### config.mk
export PLATFORM = sky130hd
export DESIGN_NAME = ospg_supervisor
export DESIGN_NICKNAME = d
export VERILOG_FILES = /design/src/rtl/ospg_pkg.sv /design/src/rtl/ospg_supervisor.sv
export SDC_FILE = /design/constraint.sdc
export NUM_CORES = 1
export LEC_CHECK = 0
export BUFFER_PORTS_ARGS = -buffer_cell sky130_fd_sc_hd__buf_2
export CORE_AREA = 2 2 208 210
export DETAILED_ROUTE_END_ITERATION = 10
export DIE_AREA = 0 0 210 212
export SYNTH_ARGS = -nofsm -noshare
export SYNTH_HDL_FRONTEND = slang
export SYNTH_SLANG_ARGS = --single-unit
### constraint.sdc
create_clock -name i_clk_sys -period 20.2 [get_ports i_clk_sys]
set_input_delay 5.05 -clock i_clk_sys [delete_from_list [all_inputs] [get_ports i_clk_sys]]
set_output_delay 5.05 -clock i_clk_sys [all_outputs]
set_load 0.01 [all_outputs]
### src/rtl/ospg_pkg.sv
package ospg_pkg;

  // ==========================================================================
  // Clock and timing.
  localparam int unsigned CLK_MHZ          = 125;
  localparam int unsigned OV_TRIP_NS       = 200;
  localparam int unsigned OV_TRIP_CYC      = (OV_TRIP_NS * CLK_MHZ) / 1000;
  localparam int unsigned PG_STEP_MS       = 1;
  localparam int unsigned PG_STEP_CYC_DEF  = PG_STEP_MS * CLK_MHZ * 1000;
  localparam int unsigned PG_DLY_MAX       = 10;

  // ==========================================================================
  // Voltages in 1/256 V counts.
  localparam logic [15:0] V_FINAL_REF      = 16'h0080;
  localparam logic [15:0] PG_ON_DEF        = 16'h0073;
  localparam logic [15:0] PG_OFF_DEF       = 16'h006B;
  localparam logic [15:0] OV_DEF           = 16'h009B;
  localparam logic [15:0] PG_OFFSET        = 16'h00A1;
  localparam logic [15:0] OV_OFFSET        = 16'h00A8;
  localparam logic [15:0] RAMP_STEP        = 16'h0001;

  // ==========================================================================
  // APB register map.
  localparam logic [7:0] ADDR_CTRL         = 8'h00;
  localparam logic [7:0] ADDR_PG_ON        = 8'h04;
  localparam logic [7:0] ADDR_PG_OFF       = 8'h08;
  localparam logic [7:0] ADDR_OV_LIM       = 8'h0C;
  localparam logic [7:0] ADDR_UV_FLT       = 8'h10;
  localparam logic [7:0] ADDR_UV_WRN       = 8'h14;
  localparam logic [7:0] ADDR_OV_WRN       = 8'h18;
  localparam logic [7:0] ADDR_VOUT         = 8'h1C;
  localparam logic [7:0] ADDR_STATUS       = 8'h20;
  localparam logic [7:0] ADDR_MASK         = 8'h24;
  localparam logic [7:0] ADDR_STATE        = 8'h28;

  // CTRL fields.
  localparam int unsigned CTRL_DIGITAL     = 0;
  localparam int unsigned CTRL_OV_IGNORE   = 1;
  localparam int unsigned CTRL_OP_RESTART  = 2;
  localparam int unsigned CTRL_DLY_LSB     = 4;
  localparam int unsigned CTRL_DLY_W       = 4;

  // Status bits.
  localparam int unsigned ST_OV_FLT        = 0;
  localparam int unsigned ST_OV_WRN        = 1;
  localparam int unsigned ST_UV_FLT        = 2;
  localparam int unsigned ST_UV_WRN        = 3;
  localparam int unsigned ST_W             = 4;

  localparam logic [15:0] UV_FLT_DEF       = 16'h0060;
  localparam logic [15:0] UV_WRN_DEF       = 16'h0066;
  localparam logic [15:0] OV_WRN_DEF       = 16'h0095;

  typedef struct packed {
    logic        psel;
    logic        penable;
    logic        pwrite;
    logic [7:0]  paddr;
    logic [31:0] pwdata;
  } ospg_apb_req_s;

  typedef struct packed {
    logic        pready;
    logic        pslverr;
    logic [31:0] prdata;
  } ospg_apb_rsp_s;

endpackage : ospg_pkg

### src/rtl/ospg_supervisor.sv
// Function
// - Tracking pin low selects tracking; floating pin selects sequencing.
// - Regulate to the lower of tracking reference input and internal ramp.
// - After enable rises, ramp internal reference up to final 0.5 V.
// - Sequencing: once tracking input exceeds ramp, regulate to ramp.
// - Report digitized sense voltage in 1/256 V counts.
// - Digitized sense sets OV warning, UV fault and UV warning flags.
// - Power good high while sense lies inside window; defaults 0.45/0.42 V.
// - Digital mode: power-good on and off thresholds come from registers.
// - Thresholds further than 630 mV from output track output at 630 mV.
// - Power good delay zero by default; digital mode 0 to 10 ms.
// - Default OV threshold 0.605 V; tracking uses 1.2 times tracking input.
// - Digital non-tracking: OV limit register, capped at output plus 655 mV.
// - Overvoltage trip asserts about 200 ns after sense exceeds threshold.
// - Default OV response latches high side off and forces power good low.
// - Low side stays on while sense stays above the threshold.
// - High side latch clears only by enable cycling or restart command.
// - Ignore response keeps converting but still sets status and alert.
//
// The register addresses and the APB interface to the registers were chosen for this implementation.
`timescale 1ns/1ps
`default_nettype none

module ospg_supervisor
  import ospg_pkg::*;
#(
  parameter int unsigned PG_STEP_CYC = PG_STEP_CYC_DEF
) (
  input  wire logic          i_clk_sys,
  input  wire logic          i_nrst,
  input  wire ospg_apb_req_s i_apb,
  output ospg_apb_rsp_s      o_apb,
  input  wire logic          i_enable,
  input  wire logic          i_tracking_enable,
  input  wire logic [15:0]   i_tracking_reference_input,
  input  wire logic [15:0]   i_vsense,
  output logic [15:0]        o_internal_reference_ramp,
  output logic [15:0]        o_active_reference,
  output logic               o_high_side_drive_en,
  output logic               o_low_side_force,
  output logic               o_power_good_output_oe,
  output logic               o_alert_output_oe,
  output logic               o_irq
);

  // ==========================================================================
  // State.
  typedef struct packed {
    logic [1:0]  en_sync;
    logic [1:0]  trk_sync;
    logic        en_d;
    logic [31:0] ctrl;
    logic [15:0] pg_on;
    logic [15:0] pg_off;
    logic [15:0] ov_lim;
    logic [15:0] uv_flt;
    logic [15:0] uv_wrn;
    logic [15:0] ov_wrn;
    logic [ST_W-1:0] status;
    logic [ST_W-1:0] mask;
    logic [15:0] ramp;
    logic [15:0] vout;
    logic [7:0]  ov_cnt;
    logic        ov_trip;
    logic        hs_latched;
    logic        pg_in;
    logic        pg;
    logic [31:0] step_cnt;
    logic [3:0]  ms_cnt;
    logic [31:0] rdata;
  } ospg_state_s;

  ospg_state_s st;
  ospg_state_s next_st;

  logic        en_s;
  logic        tracking;
  logic        digital;
  logic [15:0] trk_in;
  logic [15:0] pg_hi;
  logic [15:0] pg_lo;
  logic [15:0] ov_thr;
  logic [17:0] ov_trk;
  logic        ov_above;
  logic        in_win;
  logic [3:0]  dly_set;
  logic        wr_acc;
  logic        rd_acc;
  logic        mapped;

  assign en_s     = st.en_sync[1];
  assign tracking = ~st.trk_sync[1];
  assign digital  = st.ctrl[CTRL_DIGITAL];
  assign trk_in   = i_tracking_reference_input;
  assign wr_acc   = i_apb.psel & i_apb.penable & i_apb.pwrite;
  assign rd_acc   = i_apb.psel & ~i_apb.penable & ~i_apb.pwrite;
  assign mapped   = (i_apb.paddr <= ADDR_STATE) && (i_apb.paddr[1:0] == 2'b00);
  assign ov_trk   = {2'b00, trk_in} + {1'b0, trk_in, 1'b0} / 18'd10;

  // ==========================================================================
  // Thresholds.
  always_comb begin
    pg_hi = PG_ON_DEF;
    pg_lo = PG_OFF_DEF;
    // The offsets follow the regulated target, not the sensed level: a
    // cap that followed the sense itself could never be crossed.
    if (digital) begin
      pg_hi = st.pg_on;
      pg_lo = st.pg_off;
      if (pg_hi > o_active_reference + PG_OFFSET) begin
        pg_hi = o_active_reference + PG_OFFSET;
      end
      if (o_active_reference > PG_OFFSET &&
          pg_lo < o_active_reference - PG_OFFSET) begin
        pg_lo = o_active_reference - PG_OFFSET;
      end
    end
    if (tracking) begin
      ov_thr = (ov_trk > 18'h0_FFFF) ? 16'hFFFF
                                     : ov_trk[15:0];
    end else if (digital) begin
      ov_thr = st.ov_lim;
      if (ov_thr > o_active_reference + OV_OFFSET) begin
        ov_thr = o_active_reference + OV_OFFSET;
      end
    end else begin
      ov_thr = OV_DEF;
    end
  end

  assign ov_above = i_vsense > ov_thr;
  // The falling threshold gives hysteresis once the sense has entered the window.
  assign in_win   = (i_vsense <= ov_thr) &&
                    (i_vsense >= (st.pg_in ? pg_lo : pg_hi));
  assign dly_set  = digital ? st.ctrl[CTRL_DLY_LSB +: CTRL_DLY_W] : 4'h0;

  // ==========================================================================
  // Next state.
  always_comb begin
    next_st          = st;
    next_st.en_sync  = {st.en_sync[0], i_enable};
    next_st.trk_sync = {st.trk_sync[0], i_tracking_enable};
    next_st.en_d     = en_s;
    next_st.vout     = i_vsense;
    next_st.ctrl[CTRL_OP_RESTART] = 1'b0;

    if (!en_s) begin
      next_st.ramp = 16'h0000;
    end else if (st.ramp < V_FINAL_REF) begin
      next_st.ramp = st.ramp + RAMP_STEP;
    end

    if (ov_above) begin
      if (st.ov_cnt >= 8'(OV_TRIP_CYC - 1)) begin
        next_st.ov_trip = 1'b1;
      end else begin
        next_st.ov_cnt = st.ov_cnt + 8'h01;
      end
    end else begin
      next_st.ov_cnt  = 8'h00;
      next_st.ov_trip = 1'b0;
    end

    if ((en_s && !st.en_d) || st.ctrl[CTRL_OP_RESTART]) begin
      next_st.hs_latched = 1'b0;
    end
    if (st.ov_trip && !st.ctrl[CTRL_OV_IGNORE]) begin
      next_st.hs_latched = 1'b1;
    end

    next_st.pg_in = in_win && !st.ov_trip;
    if (!next_st.pg_in) begin
      next_st.pg       = 1'b0;
      next_st.ms_cnt   = 4'h0;
      next_st.step_cnt = 32'h0;
    end else if (!st.pg) begin
      if (st.ms_cnt >= dly_set) begin
        next_st.pg = 1'b1;
      end else if (st.step_cnt >= PG_STEP_CYC - 1) begin
        next_st.step_cnt = 32'h0;
        next_st.ms_cnt   = st.ms_cnt + 4'h1;
      end else begin
        next_st.step_cnt = st.step_cnt + 32'h1;
      end
    end

    if (wr_acc && mapped) begin
      unique case (i_apb.paddr)
        ADDR_CTRL: begin
          next_st.ctrl = i_apb.pwdata;
          if (i_apb.pwdata[CTRL_DLY_LSB +: CTRL_DLY_W] > 4'(PG_DLY_MAX)) begin
            next_st.ctrl[CTRL_DLY_LSB +: CTRL_DLY_W] = 4'(PG_DLY_MAX);
          end
        end
        ADDR_PG_ON:  next_st.pg_on  = i_apb.pwdata[15:0];
        ADDR_PG_OFF: next_st.pg_off = i_apb.pwdata[15:0];
        ADDR_OV_LIM: next_st.ov_lim = i_apb.pwdata[15:0];
        ADDR_UV_FLT: next_st.uv_flt = i_apb.pwdata[15:0];
        ADDR_UV_WRN: next_st.uv_wrn = i_apb.pwdata[15:0];
        ADDR_OV_WRN: next_st.ov_wrn = i_apb.pwdata[15:0];
        ADDR_STATUS: next_st.status = st.status & ~i_apb.pwdata[ST_W-1:0];
        ADDR_MASK:   next_st.mask   = i_apb.pwdata[ST_W-1:0];
        default: begin
        end
      endcase
    end

    // Set wins over a clear in the same cycle.
    if (st.ov_trip) next_st.status[ST_OV_FLT] = 1'b1;
    if (en_s && st.ramp >= V_FINAL_REF) begin
      if (st.vout > st.ov_wrn) next_st.status[ST_OV_WRN] = 1'b1;
      if (st.vout < st.uv_flt) next_st.status[ST_UV_FLT] = 1'b1;
      if (st.vout < st.uv_wrn) next_st.status[ST_UV_WRN] = 1'b1;
    end

    next_st.rdata = 32'h0000_0000;
    if (rd_acc) begin
      unique case (i_apb.paddr)
        ADDR_CTRL:   next_st.rdata = st.ctrl;
        ADDR_PG_ON:  next_st.rdata = {16'h0000, st.pg_on};
        ADDR_PG_OFF: next_st.rdata = {16'h0000, st.pg_off};
        ADDR_OV_LIM: next_st.rdata = {16'h0000, st.ov_lim};
        ADDR_UV_FLT: next_st.rdata = {16'h0000, st.uv_flt};
        ADDR_UV_WRN: next_st.rdata = {16'h0000, st.uv_wrn};
        ADDR_OV_WRN: next_st.rdata = {16'h0000, st.ov_wrn};
        ADDR_VOUT:   next_st.rdata = {16'h0000, st.vout};
        ADDR_STATUS: next_st.rdata = {28'h000_0000, st.status};
        ADDR_MASK:   next_st.rdata = {28'h000_0000, st.mask};
        ADDR_STATE:  next_st.rdata = {26'h000_0000, tracking, st.pg,
                                      st.hs_latched, st.ov_trip, en_s, digital};
        default:     next_st.rdata = 32'h0000_0000;
      endcase
    end
  end

  always_ff @(posedge i_clk_sys or negedge i_nrst) begin
    if (!i_nrst) begin
      st        <= '0;
      st.pg_on  <= PG_ON_DEF;
      st.pg_off <= PG_OFF_DEF;
      st.ov_lim <= OV_DEF;
      st.uv_flt <= UV_FLT_DEF;
      st.uv_wrn <= UV_WRN_DEF;
      st.ov_wrn <= OV_WRN_DEF;
    end else begin
      st <= next_st;
    end
  end

  // ==========================================================================
  // Outputs.
  assign o_internal_reference_ramp = st.ramp;
  assign o_active_reference =
    (!tracking && trk_in > st.ramp) ? st.ramp :
    ((trk_in < st.ramp) ? trk_in : st.ramp);
  assign o_high_side_drive_en = en_s && !st.hs_latched;
  assign o_low_side_force = st.ov_trip;
  // Open drain: enable pulls low; the pull-up is outside.
  assign o_power_good_output_oe = ~st.pg;
  assign o_irq = |(st.status & st.mask);
  assign o_alert_output_oe = |st.status;
  assign o_apb = '{pready:  1'b1,
                   pslverr: i_apb.psel & i_apb.penable & ~mapped,
                   prdata:  st.rdata};

  // ==========================================================================
  // Assertions.
  property p_ov_trip_delay;
    @(posedge i_clk_sys) disable iff (!i_nrst)
      (!ov_above ##1 ov_above [*8] ##1 ov_above [*8] ##1 ov_above [*8]
        ##1 ov_above) |=> st.ov_trip;
  endproperty
  a_ov_trip_delay: assert property (p_ov_trip_delay)
    else $error("Overvoltage trip late.");

  // Three runs of eight make 24 cycles, one short of the trip delay.
  property p_ov_trip_early;
    @(posedge i_clk_sys) disable iff (!i_nrst)
      (!ov_above ##1 ov_above [*8] ##1 ov_above [*8] ##1 ov_above [*8])
        |-> !st.ov_trip;
  endproperty
  a_ov_trip_early: assert property (p_ov_trip_early)
    else $error("Overvoltage trip early.");

  property p_hs_latch;
    @(posedge i_clk_sys) disable iff (!i_nrst)
      (st.ov_trip && !st.ctrl[CTRL_OV_IGNORE]) |=> !o_high_side_drive_en;
  endproperty
  a_hs_latch: assert property (p_hs_latch)
    else $error("High side not latched off.");

  property p_ls_release;
    @(posedge i_clk_sys) disable iff (!i_nrst)
      !ov_above |=> !o_low_side_force;
  endproperty
  a_ls_release: assert property (p_ls_release)
    else $error("Low side held after recovery.");

  property p_ignore;
    @(posedge i_clk_sys) disable iff (!i_nrst)
      (st.ov_trip && st.ctrl[CTRL_OV_IGNORE] && !st.hs_latched && en_s)
        |=> st.status[ST_OV_FLT] && o_alert_output_oe;
  endproperty
  a_ignore: assert property (p_ignore)
    else $error("Ignored overvoltage not flagged.");

  property p_pg_out;
    @(posedge i_clk_sys) disable iff (!i_nrst)
      !next_st.pg_in |=> !st.pg && o_power_good_output_oe;
  endproperty
  a_pg_out: assert property (p_pg_out)
    else $error("Power good outside window.");

  property p_pg_nodelay;
    @(posedge i_clk_sys) disable iff (!i_nrst)
      (dly_set == 4'h0 && next_st.pg_in) |=> st.pg;
  endproperty
  a_pg_nodelay: assert property (p_pg_nodelay)
    else $error("Power good delayed with zero setting.");

  property p_pg_restart;
    @(posedge i_clk_sys) disable iff (!i_nrst)
      !st.pg_in |-> st.ms_cnt == 4'h0;
  endproperty
  a_pg_restart: assert property (p_pg_restart)
    else $error("Delay counter not restarted.");

  property p_ref_min;
    @(posedge i_clk_sys) disable iff (!i_nrst)
      o_active_reference <= st.ramp;
  endproperty
  a_ref_min: assert property (p_ref_min)
    else $error("Active reference above ramp.");

  property p_ramp_cap;
    @(posedge i_clk_sys) disable iff (!i_nrst)
      st.ramp <= V_FINAL_REF;
  endproperty
  a_ramp_cap: assert property (p_ramp_cap)
    else $error("Ramp overshoots final reference.");

  property p_vout;
    @(posedge i_clk_sys) disable iff (!i_nrst)
      1'b1 |=> st.vout == $past(i_vsense);
  endproperty
  a_vout: assert property (p_vout)
    else $error("Reported output voltage stale.");

  c_ov_trip: cover property (@(posedge i_clk_sys) st.ov_trip);
  c_pg_up: cover property (@(posedge i_clk_sys) $rose(st.pg));
  c_restart: cover property (@(posedge i_clk_sys) $fell(st.hs_latched));

endmodule : ospg_supervisor

`default_nettype wire

# Word level (Yosys, flattened, before mapping)
# Index checks and enable logic that the tools add are counted.
# totals
regBits	253
latchBits	0
ramBits	0
mem_bits_ro	0
inputBits	79
out_inout_bits	71
elab_cells	158
mem_count	0
# classes
add_sub_neg	8
n_mul	0
div	1
order_cmp	20
eq_ne	16
shifts	0
mux	43
bitwise_logic	13
reduce_logical	33
# op_table
operator	n
$pmux 32 s11	1
$mux 16	19
$mux 107	1
$gt 16x16->1	5
$mux 37	2
$lt 16x16->1	4
$mux 32	2
$mux 36	1
$add 16x8->16 const B	2
$add 32x1->32 const B	1
$eq 8x5->1 const B	4
$ge 32x17->1 const B	1
$eq 8x6->1 const B	3
$mux 4	5
$reduce_and 2->1	10
$add 16x18->18	1
$div 17x4->18 const B	1
$gt 18x16->1 const B	1
$add 16x1->16 const B	1
$eq 8x4->1 const B	2
$ge 16x16->1	1
$ge 16x8->1 const B	1
$gt 16x8->1 const B	1
$le 16x16->1	1
27 further kinds	63

# Depth between registers and ports, before layout
# Gate-level depths: netlist of run 1.
# logic_depth
ltp_word	14
ltp_mapped	62
ltp_nobuf	55

# Least setup slack after synthesis of run 1
# OpenSTA, ideal clock, no wires.
# synth_path
path_type	input port to flip-flop
start	input i_tracking_reference_input[15]
end	register st[68] (netlist name)
setup_ps	74
arrival_ps	15161
t_required_ps	20126
path_slack_ps	4965
path_stages	58
n_path_buf	4
path_cell_list	buf_6 -> or4b_4 -> a31oi_4 -> a2111oi_2 -> o311ai_2 -> a32oi_4 -> nor2_4 -> inv_4 -> buf_6 -> mux2i_1 -> o31ai_4 -> a21boi_1 -> mux2_4 -> o22ai_4 -> nor2_1 -> a21oi_1 -> or2_2 -> nand4b_1 -> (+22 left out) -> ha_1 -> nor2b_1 -> o21a_1 -> o21a_1 -> o21a_1 -> o21a_1 -> o21a_1 -> o21a_1 -> o21ai_0 -> a21boi_0 -> o21a_1 -> o21ai_1 -> and2_1 -> o21a_1 -> a41oi_1 -> clkbuf_1 -> buf_1 -> nor2_1
# synth_rtl
element	line_no	source
from (decl)	ospg_supervisor.sv:35	input wire logic [15:0] i_tracking_reference_input,
to (signal assigned)	ospg_supervisor.sv:246	st <= next_st;
to (decl)	ospg_supervisor.sv:73	ospg_state_s st;

# Worst setup path after layout of run 1
# layout_path
start	input i_tracking_reference_input[13]
end	register st[60] (netlist name)
# layout_between
elab_chain_len	14
# layout_rtl
element	line_no	source
branches (longest 10 deep; another with $div 17x4->18)	-	
$logic_and 1x1->1 *	ospg_supervisor.sv:133	assign in_win = (i_vsense <= ov_thr) &&
$logic_and 1x1->1 *	ospg_supervisor.sv:171	next_st.pg_in = in_win && !st.ov_trip;
$ne 2x2->1 (no line)	-	
$reduce_and 2->1 (no line)	-	
# Every way passes the cells marked *.
# A chain may end at the register's enable or synchronous reset.

==> results summary, run 1 <==
The minimum clock period after layout is 17.05 ns. The number of nets in the synthesized netlist came out at ~2,300. The port buffer count came out at around 150.

The number of hold violations in the final report was 0. The number of library cell types mapped by synthesis is ~110. The combined area of the multi-input logic cells came out at 11,300 sq um. The fraction of registers with async set/reset came out at 100%. The arrival time at the worst endpoint came out at about 18 ns. Global routing used 26.9% of the available tracks across all layers.

The first TritonRoute pass finished after 6 iterations. The initial core utilization came out at between 40% and 50%. The met2 layer usage reported by global route came out at 44.4%. The combined buffer and inverter count along the critical path came out at 4. Counting stages on the worst path, the most repeated cell is sky130_fd_sc_hd__o21a_1. For the final database, setup skew stands at between 0.02 and 0.03 ns. The count of flip-flops with a built-in enable after synthesis is 0. From left edge to right edge, the die measures about 210 microns. The area added between synthesis and finish came out at 9.64%. The share of synthesized cell area in and, or, nand and nor gates came out at 15.4%. The worst pin sits at a relative slew slack of between 10% and 20%. The largest incremental delay on the critical path came out at 0.81 ns.

The adder-cell share of the synthesized area is 11.5%. The worst setup path is captured at a register. The die footprint is 44,500 sq um. In the finished design, the share of the clock period the worst path needs comes to 84.4%. On the critical path, the stage with the largest delay is an instance of sky130_fd_sc_hd__nor2b_1.

The worst register-to-register path begins at o_internal_reference_ramp[1]. For this run, the leading register cell type out of synthesis is sky130_fd_sc_hd__dfrtp_1. The Yosys step of the flow raised 0 warnings. The largest family of logic cells by synthesized area is compound AO/OA/AOI/OAI gates.

The worst setup path is launched from an input port. The global-route wire length before repair came out at 92.6 mm. The startpoint of the most critical setup path is i_tracking_reference_input[13].

The number of sinks driven by the clock tree came out at 253. The largest fanout on the critical path came out at 38. The placed cell count came out at roughly 2,600. The CTS H-tree depth came out at 1. Adding up every negative setup slack in the final design gives 0 ns. The clock network latency to the later pin of the worst-skew pair came out at 0.57 ns. Sorting the synthesized cells by area gives the leading types as sky130_fd_sc_hd__dfrtp_1, sky130_fd_sc_hd__ha_1, sky130_fd_sc_hd__mux2_2.

The leakage power total is approximately 9.5 nW. The flip-flop and latch count after synthesis came out at 253. Setup repair after global routing left no endpoint under its margin. The number of instances in the synthesized netlist is just over 2,000.

The met3 track demand over resource came out at 3.49%. The cell sitting at the root of the clock tree is a sky130_fd_sc_hd__clkbuf_16. The buffers inserted during post-CTS setup optimization is 0. The sum of internal, switching and leakage power came out at 1.43 mW.

The via count normalized by instance count is a little over 6. Sequential cells were found to cover between 30% and 40% of the synthesized design area. The maximum clock path buffer count came out at 3. The via count is ~16,000. The die is 212 microns tall.

In this run the mean area of a mapped cell was around 9.3 sq um. After clock tree synthesis, the repair step resized 0 gates. The xor and xnor fraction of the mapped netlist area is 2.75%. The congestion estimate from routability-driven global placement came to 0.955.

The multiplexer fraction of the synthesized cell area came out at 9.55%. The commonest cells after synthesis are sky130_fd_sc_hd__dfrtp_1, sky130_fd_sc_hd__ha_1, sky130_fd_sc_hd__nor2_1, sky130_fd_sc_hd__inv_1, sky130_fd_sc_hd__mux2_2. The start-to-end type of the worst setup path is input port to register. The portion of synthesized cell area occupied by the leading cell type came out at 30.2%.

The placeable core region is around 43,000 sq um. The flow ran to the end, and the final reports show no timing, DRC or antenna violations. In the final layout, the share of cells above drive strength 1 is 20.7%. For this run the aggregate overflow at the end of global routing stands at 0. Once layout is complete, the cells apart from fillers number 2,649. On the critical path the largest part of the delay comes from compound AO/OA/AOI/OAI gates. For the worst setup path, the data required time is slightly above 20 ns. The layer flagged by global routing as most heavily used is met2. The violation count after the first detailed-route iteration is about 1,600.

The setup violation total in the final timing report is 0. The register area came out at between 6000 and 7000 sq um. The most frequently used cell type in the post-synthesis netlist is sky130_fd_sc_hd__dfrtp_1.

The power density over the cells is 68.9 nW/um^2. The via count of the first global-routing pass came out at around 16,000. The leading area contributor after synthesis is sky130_fd_sc_hd__dfrtp_1. The number of antenna-violating nets in the routed design is 0. The path class of the tightest hold or removal check is register to register.

The final HPWL from detailed placement came out at ~46 mm. The pin count of the biggest net entering global routing came out at 171. The clock tree from TritonCTS is done. The number of design rule violations left after detail routing is 0. The maximum resistive drop on vdd is 61.2 uV.

The routing usage on met1 came out at 36.7%. The number of clock buffers inserted by TritonCTS came out at 30. Max-cap violations in this run came to 0. The number of nets in the layout came out at between 2,000 and 2,500. Summing every instance area after synthesis gives 18,900 sq um.

The max-slew violation total from the final report is 0. The fill cell total of the finished layout came out at 4,044. The hold buffer count at cts came out at 0. The final layout contains routed wiring with a total length of 60.4 mm. The measured slew at the worst slew-check pin came out at 1.26 ns. The maximum clock frequency is 58.7 MHz. The number of antenna violations at the first check in global routing came out at 2. Clock-pin slew was measured on the worst setup and hold paths at 0.06 ns.

The startpoint identified for the worst hold timing path is next_st[250]. The wire length per cell after detailed routing is 22.8 microns. The number of placement rows is 76.

The compound-gate portion of the synthesized area came out at 20.1%. For this design the top-level I/O count stands at 150.
[stage by stage]
step	hold WS, ns	setup slack (ns)	util, %	area [sq um]
finish	0.348	3.15	48.7	20700
global route	0.351	1.72	48.7	20700
CTS	0.348	3.28	48.7	20700
detailed placement	0.340	2.73	46.4	19700
global placement	0.336	3.13	46.4	19700
floorplan	0.331	4.97	-	18900
[power breakdown]
group	leakage, nW	internal (mW)	switching [mW]
Sequential	3.37	0.513	0.00965
Clock	0.496	0.316	0.224
Combinational	5.67	0.138	0.225
Total	9.53	0.967	0.458
[final timing paths]
kind                            cells after the start  slack (ns)        end
worst min-delay path                                0        0.35    st[250]
min in group asynchronous                           1        4.49    st[235]
max in group asynchronous                           2       14.29  o_apb[15]
worst min register to register                      0        0.35    st[250]
worst max register to register                     48        9.03     st[52]
worst max-delay path                               55        3.15     st[60]
[layer usage]
| layer | share of wire [%] | up-vias | wire [microns] |
|---|---|---|---|
| met5 | 0 | - | 0 |
| met1 | 44 | 7835 | 26700 |
| li1 | - | 7488 | - |
| met2 | 46 | 636 | 27900 |
| met3 | 6.7 | 112 | 4050 |
| met4 | 2.9 | 0 | 1770 |
[registers in the layout, indices dropped and copies added, names as in the netlist]
name                       flops
digital                        1
en_s                           1
st                           200
next_st                        2
o_low_side_force               1
o_internal_reference_ramp     16
o_apb                         32
[cell families (layout without fill, tap and decap cells)]
logic type / after synthesis / count (layout)
buffers and inverters: 280 / 359
and+or+nand+nor: 561 / 561
AOI/OAI and AO/OA: 535 / 535
DFF: 253 / 253
other: 1 / 3
adders and majority gates: 174 / 174
xor gates and xnor gates: 55 / 55
muxes: 163 / 163
[layout make-up]
cell class | instances | share of cell area [%]
Sequential cell | 253 | 30.7
Inverter | 141 | 2.57
Clock buffer | 36 | 3.98
Tap cell | 546 | 3.30
Timing Repair Buffer | 163 | 4.23
Antenna cell | 2 | 0.0242
Multi-Input combinational cell | 1489 | 54.4
Clock inverter | 19 | 0.792
[layout by cell type (no fill, tap or decap), types with 13 or more instances in the layout]
master / instances
sky130_fd_sc_hd__o21ai_0: 101
sky130_fd_sc_hd__xnor2_1: 43
sky130_fd_sc_hd__ha_1: 171
sky130_fd_sc_hd__nor2b_1: 26
sky130_fd_sc_hd__dfstp_2: 25
sky130_fd_sc_hd__nor4_1: 13
sky130_fd_sc_hd__nor2_1: 140
sky130_fd_sc_hd__buf_2: 147
sky130_fd_sc_hd__nand3_1: 25
sky130_fd_sc_hd__o21a_1: 28
sky130_fd_sc_hd__a211oi_1: 21
sky130_fd_sc_hd__buf_4: 14
sky130_fd_sc_hd__mux2_2: 133
sky130_fd_sc_hd__inv_1: 138
sky130_fd_sc_hd__nor3b_1: 22
sky130_fd_sc_hd__a22oi_1: 15
sky130_fd_sc_hd__nand4_1: 29
sky130_fd_sc_hd__nor3_1: 36
sky130_fd_sc_hd__a222oi_1: 26
sky130_fd_sc_hd__mux2i_1: 29
sky130_fd_sc_hd__a21oi_1: 107
sky130_fd_sc_hd__clkbuf_16: 31
sky130_fd_sc_hd__dfrtp_1: 228
sky130_fd_sc_hd__and2_1: 21
sky130_fd_sc_hd__nand2b_1: 34
sky130_fd_sc_hd__a31oi_1: 30
sky130_fd_sc_hd__nand2_1: 120
sky130_fd_sc_hd__a21o_1: 52
sky130_fd_sc_hd__and3_1: 34
Note: power is estimated with default switching activity, not from simulation.
==> run 2, diff against run 1 <==
==> constraint.sdc (replaced) <==
create_clock -name i_clk_sys -period 17.2 [get_ports i_clk_sys]
set_input_delay 4.3 -clock i_clk_sys [delete_from_list [all_inputs] [get_ports i_clk_sys]]
set_output_delay 4.3 -clock i_clk_sys [all_outputs]
set_load 0.01 [all_outputs]
==> results summary, run 2 (synthesized netlist as in run 1, its figures left out) <==
In this run, placement finished with an instance count of 2,601. The share of total power dissipated in sequential elements is a little under two fifths. The largest incremental delay on the critical path is about 0.6 ns. Counting stages on the worst path, the most repeated cell is sky130_fd_sc_hd__o21a_1. Dividing total power by cell area gives a power density of between 70 and 80 nW/um^2.

Entering global routing, the biggest net connects 171 pins. At the pin with the least slew margin, the transition time is 1.18 ns. The path category of the worst min-delay check is register to register. The slowest cell on the critical path is sky130_fd_sc_hd__a41oi_2. Total power for the finished layout comes to 1.64 mW. The part of the power in combinational logic came out at 26.5%. The root buffer cell is sky130_fd_sc_hd__clkbuf_16.

The number of placement rows is 76. The violation count after the first detailed-route iteration is 1,634. More flip-flops sit in one register than any other, and that register is st. Dividing the detail-routed via count by the number of cells gives between 6 and 7. The total overflow left after global routing is 0.

The via count of the first global-routing pass was 15,400. The minimum clock period after layout is about 16 ns. Setup slack closes at about 1.3 ns.

The commonest non-fill, non-tap cell in the layout is sky130_fd_sc_hd__dfrtp_1. The width of the die came out at ~210 microns. STA classifies the critical path endpoint as a register. STA puts the critical path data required time at 17.67 ns. The first global-routing pass estimated 91.7 mm of wire. The clock-pin slew on the worst setup and hold paths came out at 0.05 ns. The leakage power total is 9.55 nW. The placeable core region is 42,500 sq um. The max-slew violation total from the final report came out at 0.

The run finished with clean final reports. The HPWL after detailed placement is 45.4 mm. Along the worst path, the maximum fanout reaches 25.

The setup TNS after final layout came out at 0 ns. The number of design rule violations left after detail routing is 0. The number of antenna repair diodes came out at 0. The later pin in the worst-skew pair is clocked with a latency of 0.57 ns. The count of buffers added on input and output ports is 148.

The final non-filler cell total came out at around 2,700. The worst setup skew after layout is 0.0268 ns. The portion of total power attributed to the clock network came out at between 30% and 40%.

The number of hold violations in the final report is 0. The share of final-layout standard cells stronger than drive strength 1 is about a fifth. The flip-flop count of the largest register after layout is 200.

The arrival time at the worst endpoint came out at 16.38 ns. The number of antenna violations at the first check in global routing came to 1. The die covers 44,500 sq um.

Setup repair after global routing left no endpoint under its margin. The maximum clock path buffer count came out at 3. The first detailed-routing pass took 6 iterations. The detailed router placed 16,000 vias in this run. The cell-internal power came out at approximately 1.1 mW. The number of nets in the layout is 2,341. The y dimension of the die is about 210 microns. The number of sinks driven by the clock tree is 253. The switching part of the total is 31.9%. The clock tree from TritonCTS is done. The final cycle utilization of the critical path is 92.5%.

Global routing used 26.5% of the available tracks across all layers. The area added between synthesis and finish came out at 9.67%. The CTS H-tree depth is 1. The number of max-cap violations is 0. The net switching power of the design is 0.524 mW. Measured against its own limit, the worst slew margin works out to 21.5%.

The critical path is of the input port to register type. STA classifies the critical path startpoint as an input port. For this block, the routed nets add up to slightly below 60 mm of wire. The final RePlAce weighted congestion came out at 0.943.

TritonCTS created 29 clock buffers. The initial core utilization is 44.4%. Setup violations remaining at the end of the flow were counted as 0. Timing would allow up to 62.8 MHz.

The number of I/O pins is 150. The wire length per cell after detailed routing came out at 22.4 microns. The number of antenna-violating nets in the routed design came out at 0. Timing analysis after detailed placement gives a worst setup slack of between 0.6 and 0.7 ns. The top cell types in the final layout, fill and taps aside, are sky130_fd_sc_hd__dfrtp_1, sky130_fd_sc_hd__ha_1, sky130_fd_sc_hd__buf_2.

The maximum resistive drop on vdd came out at 86.4 uV.
[run 2: changes by cell type in the layout (fill, tap and decap cells not counted), moves of 3 or more]
cell	change
sky130_fd_sc_hd__buf_4	+13
sky130_fd_sc_hd__clkbuf_1	+3
sky130_fd_sc_hd__clkbuf_8	+3
sky130_fd_sc_hd__clkinv_2	-7
[run 2: area by class of cell]
type	count	area (sq um)
fillers	3925	21800
multi-input cells	1489	11300
flip-flops and latches	253	6360
repair buffers	176	973
clock buffers	40	827
well taps	546	683
inverters	141	532
clock inverters	8	75.1
[run 2: routing by layer]
metal	track usage, %	wire length [microns]	vias to the layer above
li1	-	-	7501
met1	36.8	26700	7749
met2	42.6	26900	648
met3	3.94	4030	98
met4	8.58	1930	0
met5	0	0	-
[run 2: stage by stage]
stage / hold slack, ns / instance area [sq um] / util, %
finish: 0.358 / 20700 / 48.7
global route: 0.367 / 20700 / 48.7
CTS: 0.361 / 20700 / 48.7
detailed placement: 0.349 / 19800 / 46.5
global placement: 0.333 / 19800 / 46.5
floorplan: 0.331 / 18900 / -
[run 2: power groups by stage]
stage          registers [mW]  logic (mW)  clock network, mW
5_1_grt                 0.614       0.481              0.631
3_3_place_gp            0.623       0.420                  0
4_1_cts                 0.613       0.426              0.606
2_1_floorplan           0.618       0.299                  0
6_report                0.613       0.435              0.594
3_5_place_dp            0.623       0.424                  0
[run 2: final timing paths]
check                      cells after the start         to                           start  slack (ns)
max                                           56     st[57]  i_tracking_reference_input[13]        1.29
min                                            0       en_s                    next_st[252]        0.36
max reg2reg                                   49     st[57]    o_internal_reference_ramp[1]        5.63
min reg2reg                                    0       en_s                    next_st[252]        0.36
max in group asynchronous                      2    st[232]                          i_nrst       12.04
min in group asynchronous                      1  o_apb[28]                          i_nrst        3.74
[run 2: worst max-delay path, delay by kind of cell]
family | cells | cell delay [ns]
AO/OA/AOI/OAI | 31 | 6.24
multiplexers | 1 | 0.33
AND/OR/NAND/NOR | 13 | 2.48
buffers and inverters | 6 | 1.60
adder cells (fa/ha/maj) | 4 | 1.17
XOR/XNOR | 1 | 0.26
[run 2: timing repair]
| action | CTS | global route |
|---|---|---|
| hold buffers | 0 | 0 |
| setup endpoints to repair | 0 | 4 |
| resized for setup | 0 | 0 |
| setup buffers | 0 | 4 |
==> run 3, diff against run 2 <==
==> constraint.sdc (replaced) <==
create_clock -name i_clk_sys -period 17.2 [get_ports i_clk_sys]
set_input_delay 1.72 -clock i_clk_sys [delete_from_list [all_inputs] [get_ports i_clk_sys]]
set_output_delay 1.72 -clock i_clk_sys [all_outputs]
set_load 0.01 [all_outputs]
==> results summary, run 3 (synthesized netlist as in run 1, its figures left out) <==
st holds more flip-flops than any other register. The placed cell count is roughly 2,600. The placed instance area is 19,700 sq um. The setup violation total in the final timing report came out at 0. The final HPWL from detailed placement is 45.8 mm.

During I/O placement, the number of pins put on the boundary was 150. The aggregate routed wire length came out at 60.5 mm. For the worst-skew pair, the clock arrives at the later sink with an insertion delay of 0.57 ns. Across every metal layer, demand over resource in global routing totals 27.1%.

The clock arrives with 0.0295 ns of skew. The share of total power dissipated in combinational logic is about a quarter. After floorplanning, the core was divided into 76 placement rows.

The critical path is of the input port to register type. The number of clock buffers inserted by TritonCTS is 28. The library cell used most frequently in the layout, excluding fill and tap cells, is sky130_fd_sc_hd__dfrtp_1.

Clock-pin slew was measured on the worst setup and hold paths at about 0.060 ns. The number of sinks driven by the clock tree is 253. Counting stages on the worst path, the most repeated cell is sky130_fd_sc_hd__o21a_1.

After global routing the overflow that remains totals 0. The number of iterations in the first detailed-routing pass is 5. TritonCTS built the clock tree.

The die covers 44,500 sq um. The maximum clock frequency is 72.7 MHz. The power density over the cells came out at 79.2 nW/um^2. The power share of the sequential group is around 38%. The minimum clock period after layout is 13.76 ns.

The violation count after the first detailed-route iteration came out at 1,497. The hold buffer count at cts is 0. The post-CTS resize count is 0. The flow ran to the end, and the final reports show no timing, DRC or antenna violations. The pin count of the biggest net entering global routing came out at 138. Relative to the synthesized area, the layout overhead comes to 9.24%. Buffers placed on the I/O ports in this run total 148. The largest individual stage delay along the critical path comes from the cell sky130_fd_sc_hd__nor2b_1.

The number of antenna violations at the first check in global routing is 3. The number of nets in the layout came out at 2,329. The global-route wire length before repair came out at 93.6 mm. The cell-internal power is 1.11 mW. For this design the static power due to leakage is ~9.5 nW. The final route contains approximately 16,000 vias.

The net switching power of the design is 0.525 mW. The number of hold violations in the final report came out at 0. Before CTS, the worst setup slack after placement is 2.98 ns. The width of the die is 210 microns.

In the layout the commonest cells are sky130_fd_sc_hd__dfrtp_1, sky130_fd_sc_hd__ha_1, sky130_fd_sc_hd__buf_2. The largest fanout on the critical path is 38. The measured slew at the worst slew-check pin came out at 1.16 ns. The share of final-layout standard cells stronger than drive strength 1 is 20.4%. The root buffer cell is sky130_fd_sc_hd__clkbuf_16. The final worst slack is 3.44 ns. Hold timing on the final database bottoms out at a slack of 0.348 ns. The placeable core region came out at around 43,000 sq um. Grouping stages by cell kind, the critical path spends the most delay in compound AO/OA/AOI/OAI gates.

Data arrives at the worst endpoint at 14.23 ns. The flip-flop count of the largest register after layout is 200. The final non-filler cell total is about 2,600. The path class of the tightest hold or removal check is register to register. The final cycle utilization of the critical path is 80.0%.

The maximum clock path buffer count came out at 3. The area of all placed cells without fillers is 20,600 sq um. The sum of internal, switching and leakage power came out at 1.63 mW.

Routability-driven placement finished with a final weighted congestion of 0.954. For this run, design rule violations remaining after detail routing come to 0. The setup TNS after final layout is 0 ns. STA classifies the critical path startpoint as an input port. Setup repair after global routing left no endpoint under its margin. The worst endpoint required time is roughly 18 ns. Of the total power, the clock network draws a little over a third. The switching part of the total is 32.2%. The maximum resistive drop on vdd is ~77 uV.

The largest incremental delay on the critical path is 0.80 ns. The sort of element at the end of the critical path is a register. The CTS H-tree depth is 1. The via count of the first global-routing pass came out at approximately 16,000. The post-route core utilization is 48.5%. The max-slew violation total from the final report came out at 0. The via count normalized by instance count is 6.06. The number of antenna-violating nets in the routed design came out at 0. Once the floorplan was initialized, standard cells occupied 44.4% of the core. In the final routed layout, each cell accounts on average for 22.9 microns.

The number of max-cap violations came out at 0. The buffers inserted during post-CTS setup optimization came out at 0. The combined buffer and inverter count along the critical path came out at 4. The relative slew slack came out at 22.9%.

The y dimension of the die is 212 microns.
-- run 3: worst register-to-register path: cells and delay by family (launching register included) --
| family | cells | cell delay, ns |
|---|---|---|
| compound gates | 28 | 5.73 |
| fa+ha+maj | 4 | 1.22 |
| buf+inv | 4 | 1.07 |
| mux | 2 | 0.75 |
| xor+xnor | 1 | 0.26 |
| flops | 1 | 0.46 |
| simple gates | 9 | 1.57 |
-- run 3: cell type report --
type,instances,area [sq um]
well taps,546,683
diodes,1,2.50
clock buffers,38,808
flip-flops and latches,253,6360
inverters,141,532
repair buffers,165,878
clock inverters,12,106
multi-input cells,1489,11300
fillers,4023,21900
-- run 3: final timing paths --
check	startpoint	endpoint	slack, ns	depth (start not counted)
worst max-delay path	i_tracking_reference_input[13]	st[64]	3.44	55
worst min-delay path	next_st[252]	en_s	0.35	0
worst max register to register	o_internal_reference_ramp[1]	st[64]	6.04	48
worst min register to register	next_st[252]	en_s	0.35	0
max in group asynchronous	i_nrst	st[50]	14.47	2
min in group asynchronous	i_nrst	st[244]	1.28	1
-- run 3: power by group through the flow --
stage | Sequential, mW | Clock [mW] | Combinational, mW
2_1_floorplan | 0.618 | 0 | 0.299
3_3_place_gp | 0.623 | 0 | 0.414
3_5_place_dp | 0.623 | 0 | 0.418
4_1_cts | 0.613 | 0.605 | 0.421
5_1_grt | 0.614 | 0.632 | 0.472
6_report | 0.613 | 0.594 | 0.426
-- run 3: routing by layer --
metal / global-route usage (%) / share of wire [%]
met1: 36.6 / 44
met5: 0 / 0.018
met4: 10.4 / 4.0
met3: 4.52 / 6.9
met2: 43.6 / 45
